File: config.mk
export PLATFORM = sky130hd
export DESIGN_NAME = sse_exec
export DESIGN_NICKNAME = d
export VERILOG_FILES = /design/src/core/sse_pkg.sv /design/src/core/sse_exec.sv
export SDC_FILE = /design/constraint.sdc
export NUM_CORES = 1
export LEC_CHECK = 0
export BUFFER_PORTS_ARGS = -buffer_cell sky130_fd_sc_hd__buf_2
export CORE_AREA = 3 3 70 72
export DETAILED_ROUTE_END_ITERATION = 10
export DIE_AREA = 0 0 73 75
export MAX_ROUTING_LAYER = met4
export PLACE_DENSITY = 0.78
export SLEW_MARGIN = 20
export SYNTH_ARGS = -nofsm -noshare
export SYNTH_HDL_FRONTEND = slang
export SYNTH_SLANG_ARGS = --single-unit
File: constraint.sdc
create_clock -name ref_clk_in -period 4.3 [get_ports ref_clk_in]
set_input_delay 1.29 -clock ref_clk_in [delete_from_list [all_inputs] [get_ports ref_clk_in]]
set_output_delay 1.29 -clock ref_clk_in [all_outputs]
set_load 0.01 [all_outputs]
File: src/core/sse_pkg.sv
// Functional notes
// (RL1) Power-down opcode halts oscillator, one cycle; the code holds osc_halt_out high until reset
// (RL2) Power-down clears watchdog counter and prescaler
// (RL3) Power-down sets active-low timeout flag
// (RL4) Power-down clears active-low power-down flag
// (RL5) Power-down sets wake flag, arithmetic untouched
// (RL6) Subtract opcode: file minus accumulator
// (RL7) Destination zero writes accumulator only
// (RL8) Destination one writes file register only
// (RL9) Carry set when file >= accumulator
// (RL10) Carry cleared on borrow, difference wraps
// (RL11) Zero and digit carry from difference
package sse_pkg;
	localparam logic [11:0] SSE_OP_SLEEP      = 12'h003;
	localparam logic [5:0]  SSE_OP_SUB_MATCH  = 6'h02;
	localparam int          SSE_OP_SUB_TOP    = 11;
	localparam int          SSE_OP_SUB_LOW    = 6;
	localparam int          SSE_DEST_BIT      = 5;
	localparam int          SSE_ADDR_TOP      = 4;
	localparam logic [7:0]  SSE_WDT_CLEAR     = 8'h00;
	localparam logic [7:0]  SSE_PRE_CLEAR     = 8'h00;
	localparam logic [7:0]  SSE_ACC_RESET     = 8'h00;
	localparam logic        SSE_TO_RESET      = 1'b1;
	localparam logic        SSE_PD_RESET      = 1'b1;
	localparam logic        SSE_WAKE_RESET    = 1'b1;

	typedef struct packed {
		logic carry;
		logic digit_carry;
		logic zero;
	} sse_alu_flags_t;

	typedef struct packed {
		logic       en;
		logic [4:0] addr;
		logic [7:0] data;
	} sse_file_wr_t;
endpackage : sse_pkg

File: src/core/sse_exec.sv
`timescale 1ns/1ns
`default_nettype none
module sse_exec (
	// Clock and reset
	input  wire logic                  ref_clk_in,
	input  wire logic                  srst_in,
	// Instruction, operands and watchdog tick
	input  wire logic                  instr_valid_in,
	input  wire logic [11:0]           instr_in,
	input  wire logic [7:0]            file_rd_data_in,
	input  wire logic                  watchdog_tick_in,
	// Results
	output logic [4:0]                 file_rd_addr_out,
	output sse_pkg::sse_file_wr_t      file_wr_out,
	output logic [7:0]                 acc_out,
	output sse_pkg::sse_alu_flags_t    flags_out,
	output logic [7:0]                 watchdog_counter_out,
	output logic [7:0]                 watchdog_prescaler_out,
	output logic                       timeout_flag_n_out,
	output logic                       powerdown_flag_n_out,
	output logic                       pin_change_wake_flag_n_out,
	output logic                       osc_halt_out
);
	import sse_pkg::*;

	// ----------------------------------------
	// Instruction fields
	// ----------------------------------------
	logic       is_sleep;
	logic       is_sub;
	logic       dest;
	logic [4:0] file_addr;

	// (RL1) sleep opcode match
	assign is_sleep  = instr_valid_in && (instr_in == SSE_OP_SLEEP);
	// (RL6) subtract opcode match
	// The destination bit lies below the match field, so both destinations decode
	assign is_sub    = instr_valid_in && (instr_in[SSE_OP_SUB_TOP:SSE_OP_SUB_LOW] == SSE_OP_SUB_MATCH);
	assign dest      = instr_in[SSE_DEST_BIT];
	assign file_addr = instr_in[SSE_ADDR_TOP:0];

	// ----------------------------------------
	// Operand path
	// ----------------------------------------
	// Address leaves combinationally so the operand comes back in the same cycle;
	// a registered address would cost the single-cycle execution
	assign file_rd_addr_out = file_addr;

	// ----------------------------------------
	// Subtractor
	// ----------------------------------------
	logic [7:0] acc_inv;
	logic [8:0] chain;
	logic [7:0] diff;
	logic       no_borrow;
	logic       no_borrow_lo;

	// (RL6) file plus inverted accumulator plus one
	// chain[i] is the carry into bit i; a carry out means no borrow
	assign acc_inv  = ~acc_out;
	assign chain[0] = 1'b1;

	for (genvar i = 0; i < 8; i++) begin : g_sub_bit
		logic half;
		assign half         = file_rd_data_in[i] ^ acc_inv[i];
		assign diff[i]      = half ^ chain[i];
		assign chain[i + 1] = (file_rd_data_in[i] & acc_inv[i]) | (chain[i] & half);
	end

	// (RL10) difference wraps modulo 256
	assign no_borrow    = chain[8];
	// (RL11) carry out of low nibble
	assign no_borrow_lo = chain[4];

	// ----------------------------------------
	// Accumulator
	// ----------------------------------------
	// (RL5) sleep leaves accumulator alone
	always_ff @(posedge ref_clk_in) begin
		if (srst_in) begin
			acc_out <= SSE_ACC_RESET;
		// (RL7) destination accumulator
		end else if (is_sub && !dest) begin
			acc_out <= diff;
		end
	end

	// ----------------------------------------
	// File register write
	// ----------------------------------------
	// Address and data load every cycle; they are meaningful only while the strobe is up
	always_ff @(posedge ref_clk_in) begin
		if (srst_in) begin
			file_wr_out <= '0;
		end else begin
			// (RL8) destination file register
			file_wr_out.en   <= is_sub && dest;
			file_wr_out.addr <= file_addr;
			file_wr_out.data <= diff;
		end
	end

	// ----------------------------------------
	// Arithmetic flags
	// ----------------------------------------
	// (RL5) sleep leaves flags alone
	always_ff @(posedge ref_clk_in) begin
		if (srst_in) begin
			flags_out <= '0;
		end else if (is_sub) begin
			// (RL9) carry means no borrow
			flags_out.carry       <= no_borrow;
			// (RL11) digit carry and zero
			flags_out.digit_carry <= no_borrow_lo;
			flags_out.zero        <= (diff == 8'h00);
		end
	end

	// ----------------------------------------
	// Watchdog prescaler
	// ----------------------------------------
	logic prescaler_wrap;

	// The counter only moves on the tick that rolls the prescaler over
	assign prescaler_wrap = watchdog_tick_in && (watchdog_prescaler_out == 8'hff);

	always_ff @(posedge ref_clk_in) begin
		if (srst_in) begin
			watchdog_prescaler_out <= SSE_PRE_CLEAR;
		// (RL2) clear prescaler
		end else if (is_sleep) begin
			watchdog_prescaler_out <= SSE_PRE_CLEAR;
		end else if (watchdog_tick_in) begin
			watchdog_prescaler_out <= watchdog_prescaler_out + 8'h01;
		end
	end

	// ----------------------------------------
	// Watchdog counter
	// ----------------------------------------
	// A tick in the sleep cycle is dropped: the clear wins, so the sleep period starts whole.
	// Overflow of the counter into a timeout is handled outside this block.
	always_ff @(posedge ref_clk_in) begin
		if (srst_in) begin
			watchdog_counter_out <= SSE_WDT_CLEAR;
		// (RL2) clear watchdog counter
		end else if (is_sleep) begin
			watchdog_counter_out <= SSE_WDT_CLEAR;
		end else if (prescaler_wrap) begin
			watchdog_counter_out <= watchdog_counter_out + 8'h01;
		end
	end

	// ----------------------------------------
	// Status flags
	// ----------------------------------------
	// Only the sleep side of each flag lives here; wake-up and timeout events act elsewhere
	always_ff @(posedge ref_clk_in) begin
		if (srst_in) begin
			timeout_flag_n_out <= SSE_TO_RESET;
		// (RL3) timeout flag set
		end else if (is_sleep) begin
			timeout_flag_n_out <= 1'b1;
		end
	end

	always_ff @(posedge ref_clk_in) begin
		if (srst_in) begin
			powerdown_flag_n_out <= SSE_PD_RESET;
		// (RL4) power-down flag cleared
		end else if (is_sleep) begin
			powerdown_flag_n_out <= 1'b0;
		end
	end

	always_ff @(posedge ref_clk_in) begin
		if (srst_in) begin
			pin_change_wake_flag_n_out <= SSE_WAKE_RESET;
		// (RL5) wake flag set
		end else if (is_sleep) begin
			pin_change_wake_flag_n_out <= 1'b1;
		end
	end

	// ----------------------------------------
	// Run state and oscillator
	// ----------------------------------------
	typedef enum logic {
		SSE_ST_RUN,
		SSE_ST_ASLEEP
	} sse_run_state_t;

	sse_run_state_t run_state;

	// Asleep is held until reset; wake-up sequencing is outside this block
	always_ff @(posedge ref_clk_in) begin
		if (srst_in) begin
			run_state <= SSE_ST_RUN;
		end else begin
			case (run_state)
				SSE_ST_RUN: begin
					// (RL1) enter low-power state
					if (is_sleep) begin
						run_state <= SSE_ST_ASLEEP;
					end
				end
				SSE_ST_ASLEEP: begin
					run_state <= SSE_ST_ASLEEP;
				end
				default: begin
					run_state <= SSE_ST_RUN;
				end
			endcase
		end
	end

	// Halt has its own flop so the output stays registered and rises right after the sleep edge
	always_ff @(posedge ref_clk_in) begin
		if (srst_in) begin
			osc_halt_out <= 1'b0;
		end else begin
			case (run_state)
				SSE_ST_RUN: begin
					// (RL1) stop oscillator
					osc_halt_out <= is_sleep;
				end
				SSE_ST_ASLEEP: begin
					osc_halt_out <= 1'b1;
				end
				default: begin
					osc_halt_out <= 1'b0;
				end
			endcase
		end
	end
endmodule : sse_exec
`default_nettype wire

Yosys cells after proc, flatten, opt, wreduce, memory -nomap -nowiden
Index checks and enable logic that the tools add are counted.
{"block": "op_classes", "mux": 3, "n_reduce_logical": 8, "n_eq_ne": 3, "bitwise_logic": 41, "addsub": 2}
{"operator": "8-bit by 1-bit adder with 8-bit output, second input constant", "count": 2}
{"operator": "1-bit bitwise AND", "count": 15}
{"operator": "1-bit XOR", "count": 15}
{"operator": "12-bit by 2-bit == test with 1-bit output, second input constant", "count": 1}
{"operator": "8-bit == test, second input constant", "count": 1}
{"operator": "8-bit logical NOT", "count": 1}
{"operator": "8-bit inverter", "count": 1}
{"operator": "1-bit bitwise OR", "count": 8}
{"operator": "6-bit by 2-bit == test with 1-bit output, second input constant", "count": 1}
{"operator": "1-bit logical AND", "count": 5}
{"operator": "1-bit one-hot mux with 2 select lines", "count": 2}
{"operator": "1-bit inverter", "count": 2}
{"operator": "2-bit OR reduction", "count": 1}
{"operator": "1-bit logical NOT", "count": 1}
{"operator": "1-bit 2-to-1 mux", "count": 1}
{"block": "totals", "inputBits": 24, "out_inout_bits": 50, "regBits": 44, "word_cells": 69}

Depth between registers and ports, before layout
{"block": "depth", "depth_word": 17, "mapped_depth": 15, "mapped_depth_nobuf": 15}

Worst setup path before layout
Ideal clock, no wire load.
{"block": "synth_timing", "path_kind": "input-to-reg", "startpoint": "input file_rd_data_in[0]", "endpoint": "register flags_out[0] (netlist name)", "setup_slack_ns": -0.289, "arrival_ns": 4.524, "required_ns": 4.235, "stages": 15, "cell_sequence": "inv_1 ha_1 fa_1 fa_1 fa_1 inv_1 fa_1 inv_1 fa_1 fa_1 inv_1 fa_1 nor4_1 mux2i_1 nor2_1"}
{"block": "synth_between", "elab_chain_len": 16, "elab_cells_between_ends": 24, "classes_between": "bitwise: 23; reduce/logical: 1"}
{"item": "start, declared", "line_no": "sse_exec.sv:10", "text": "input wire logic [7:0] file_rd_data_in,"}
{"item": "1-bit bitwise AND / 1-bit XOR (equally long branches)", "line_no": "sse_exec.sv:67, sse_exec.sv:65"}
{"item": "1-bit bitwise OR (*)", "line_no": "sse_exec.sv:67", "text": "assign chain[i + 1] = (file_rd_data_in[i] & acc_inv[i]) | (chain[i] & half);"}
{"item": "1-bit bitwise AND (*)", "line_no": "sse_exec.sv:67"}
{"item": "1-bit bitwise OR (*)", "line_no": "sse_exec.sv:67"}
{"item": "1-bit bitwise AND (*)", "line_no": "sse_exec.sv:67"}
{"item": "1-bit bitwise OR (*)", "line_no": "sse_exec.sv:67"}
{"item": "1-bit bitwise AND (*)", "line_no": "sse_exec.sv:67"}
{"item": "1-bit bitwise OR (*)", "line_no": "sse_exec.sv:67"}
{"item": "via no_borrow_lo", "line_no": "sse_exec.sv:56", "text": "logic no_borrow_lo;"}
{"item": "[1 not listed]"}
{"item": "1-bit bitwise OR (*)", "line_no": "sse_exec.sv:67"}
{"item": "1-bit bitwise AND (*)", "line_no": "sse_exec.sv:67"}
{"item": "1-bit bitwise OR (*)", "line_no": "sse_exec.sv:67"}
{"item": "1-bit bitwise AND (*)", "line_no": "sse_exec.sv:67"}
{"item": "1-bit bitwise OR (*)", "line_no": "sse_exec.sv:67"}
{"item": "1-bit XOR (*)", "line_no": "sse_exec.sv:66", "text": "assign diff[i] = half ^ chain[i];"}
{"item": "via diff[7]", "line_no": "sse_exec.sv:54", "text": "logic [7:0] diff;"}
{"item": "8-bit logical NOT (*)", "line_no": "sse_exec.sv:115", "text": "flags_out.zero <= (diff == 8'h00);"}
{"item": "end, declared", "line_no": "sse_exec.sv:16", "text": "output sse_pkg::sse_alu_flags_t flags_out,"}
The timed path passes the listed nets; every way through them passes the cells marked *.
A chain may end at the register's enable or synchronous reset.

Final worst setup path
Same ends and word-level chain as after synthesis.

==> results by group <==
Outcome
  – Status: completed

Worst setup path
  – Critical Path Fanout Max: 2
  – Crit path depth: 16
  – Slowest CP cell: fa_1
  – Most used cell, CP: fa_2
  – Critical path cell sequence: buf_2 -> inv_1 -> ha_1 -> fa_2 -> fa_2 -> fa_2 -> inv_2 -> fa_1 -> inv_1 -> fa_2 -> fa_2 -> inv_1 -> fa_1 -> nor4_1 -> mux2i_1 -> nor2_1
  – R2r startpoint: acc_out[0]
  – Worst setup path start: file_rd_data_in[0]
  – Reg2Reg Depth: 14
  – Buf/Inv on CP: 5
  – CP arrival: 4.45 ns
  – Critical path class: input pin to flop
  – CP Launch Type: input pin
  – Nature of the critical path endpoint: flop
  – Max incr delay on CP: 0.41 ns
  – Worst EP required: 4.53 ns
  – CP delay by family, top: adder cells

Min path
  – Hold_sp: powerdown_flag_n_out
  – Worst Hold Depth: 2
  – Hold Crit Class: flop to flop

Place
  – Placed Area: 2200 µm²
  – Post-Place Cells: 306
  – Half-perimeter wire length after placement: 3.03 mm
  – Port bufs: 71
  – Placer congestion estimate: 0.898

Clock tree
  – TritonCTS sink count: 43
  – CTS Buf Count: 5
  – Clk_lat worst skew: 0.29 ns
  – Root Buffer: clkbuf_8
  – Max Buffers Root-to-Sink: 2
  – Clock slew at reported path FFs: 0.08 ns
  – CTS tree: built
  – Htree depth: 2

Flow run
  – Maxcap violations: 0

GRT
  – Vias in the first global route: 1367
  – Largest net degree at the start of global routing: 21
  – GRT Total Usage: 15.4%
  – Initial antenna violation count: 0
  – Total gr overflow: 0
  – First-pass GRT wire length: 6.28 mm

Timing
  – Hold Slack: 0.448 ns
  – Final period util: 98.2%
  – Final Hold Viols: 0
  – Clk_skew: 0.00353 ns
  – Sum Neg Setup Slack: 0 ns
  – Fmax: 0.237 GHz
  – Minimum clock period: 4.22 ns
  – Rel. slew slack: 50.1%
  – RSZ-0062 raised after global routing: yes
  – Worst Max-Slew Pin Slew: 0.743 ns
  – Final setup vio count: 0
  – Max-slew violations: 0

Drt
  – Drt wl/cell: 12.4 µm
  – Via Count: 1484
  – # DRC: 0
  – Initial DRC count: 63
  – Via/cell ratio: 4.71
  – DRT Pass-1 Iters: 4
  – Aggregate routed wire length: 3.89 mm
  – Post-route ant nets: 0

Die
  – I/O Pins: 74
  – Die width: 73 µm
  – Die ar.: 5480 µm²
  – Core area: 4350 µm²
  – Starting Density: 42.1%
  – # rows: 24
  – Die H: 75 µm

Final layout
  – Final core occ: 53.4%
  – Ant. Diodes: 0
  – Layout cells sized above 1: 35.4%
  – Nets: 296
  – Fin area: 2320 µm²
  – Area growth from synthesis to layout: 26.9%
  – Count of non-filler cells in the finished layout: 315

Pwr
  – PD cells: 341 nW/µm²
  – Worst IR Drop VDD: 0.154 mV
  – Leak: 1.08 nW

Synthesis
  – Post-synthesis sequential area ratio: 47.0%
  – Flop and latch count out of synthesis: 43
  – Synthesized area per cell: 9.54 µm²
  – Synth cell types: 34
  – Yosys warns: 0
  – Synth Cell Area: 1830 µm²
  – Synth Instances: 192
[where the power goes]
group          internal (W)  switching [W]
registers          0.000407     0.00000398
clock network      0.000188       0.000135
logic             0.0000255      0.0000343
total              0.000620       0.000173
[layout by cell type (no fill, tap or decap), types with 2 or more instances in the layout]
master	count
and3_1	2
nand2_1	21
nor2_1	27
nor3_1	3
a21oi_1	2
xor2_1	4
mux2i_1	3
o21ai_0	7
xnor2_1	10
dfxtp_1	43
o31ai_1	2
conb_1	2
inv_1	13
fa_2	5
buf_4	2
buf_2	71
nand4_1	3
nor4_1	4
nor2b_1	6
fa_1	2
ha_1	3
nand3_1	6
clkbuf_8	6
[worst min-delay path, stage by stage, from the launching register on]
cell     delay [ns]
dfxtp_1        0.32
nand2_1        0.05
nand2_1        0.04
[kinds of logic (layout without fill, tap and decap cells)]
group                      Yosys count  in the layout  share of synthesized area (%)
other                                1              2                          0.205
AOI/OAI and AO/OA                   12             12                           3.69
DFF                                 43             43                           47.0
buffers and inverters               26             96                           7.38
muxes                                3              3                           1.64
xor gates and xnor gates            14             14                           6.69
and+or+nand+nor                     83             83                           23.7
adders and majority gates           10             10                           9.70
[cell type report]
cell class	count	area [µm²]
Fill cell	414	2030
Sequential cell	43	861
Multi-Input combinational cell	124	855
Timing Repair Buffer	73	370
Clock buffer	6	82.6
Tap cell	52	65.1
Inverter	15	56.3
Clock inverter	2	35.0
[stage by stage]
step	power (W)	setup slack (ns)
after CTS	0.000807	0.0644
after global placement	0.000479	-0.160
final	0.000793	0.0792
after floorplan	0.000455	0.0172
after global routing	0.000830	-0.0275
after detailed placement	0.000481	-0.250
[flip-flops by register name, summed over array words and instances, names as in the netlist]
register	flops
acc_out	8
file_wr_out	14
flags_out	3
powerdown_flag_n_out	1
run_state	1
watchdog_counter_out	8
watchdog_prescaler_out	8
[worst paths after layout]
path	endpoint	slack, ns
min reg2reg	powerdown_flag_n_out	0.45
max reg2reg	flags_out[0]	0.85
max	flags_out[0]	0.08
min	powerdown_flag_n_out	0.45
[synthesized netlist by cell type, drive strengths merged]
cell,count,area (µm²)
fa,7,140
xor2,4,35.0
clkinv,1,3.75
nor3,4,31.3
and3,2,12.5
and4,1,8.76
nand4,4,31.3
ha,3,37.5
or4,1,11.3
a211oi,1,7.51
dfxtp,43,861
conb,1,3.75
nand2b,1,6.26
nand2,22,85.1
nor3b,1,7.51
a21oi,2,10.0
nor2,27,101
nor4bb,1,10.0
nor2b,7,43.8
nand3,6,30.0
o31ai,2,15.0
buf,9,71.3
o21ai,7,35.0
clkbuf,2,7.51
inv,14,52.6
nor4,5,46.3
nand4b,1,8.76
mux2i,3,30.0
xnor2,10,87.6
[what timing repair did]
item / CTS / global route
resized for setup: 0 / 1
hold buffers: 0 / 0
setup buffers: 0 / 1
endpoints found under the setup margin: 0 / 2
[per-layer routing]
layer	vias up	GRT usage, %	wire length [µm]
li1	751	-	-
met1	669	19.2	1720
met2	59	23.9	1810
met3	5	5.34	334
met4	0	3.89	31
met5	-	-	0
(Power assumes the default switching activity.)
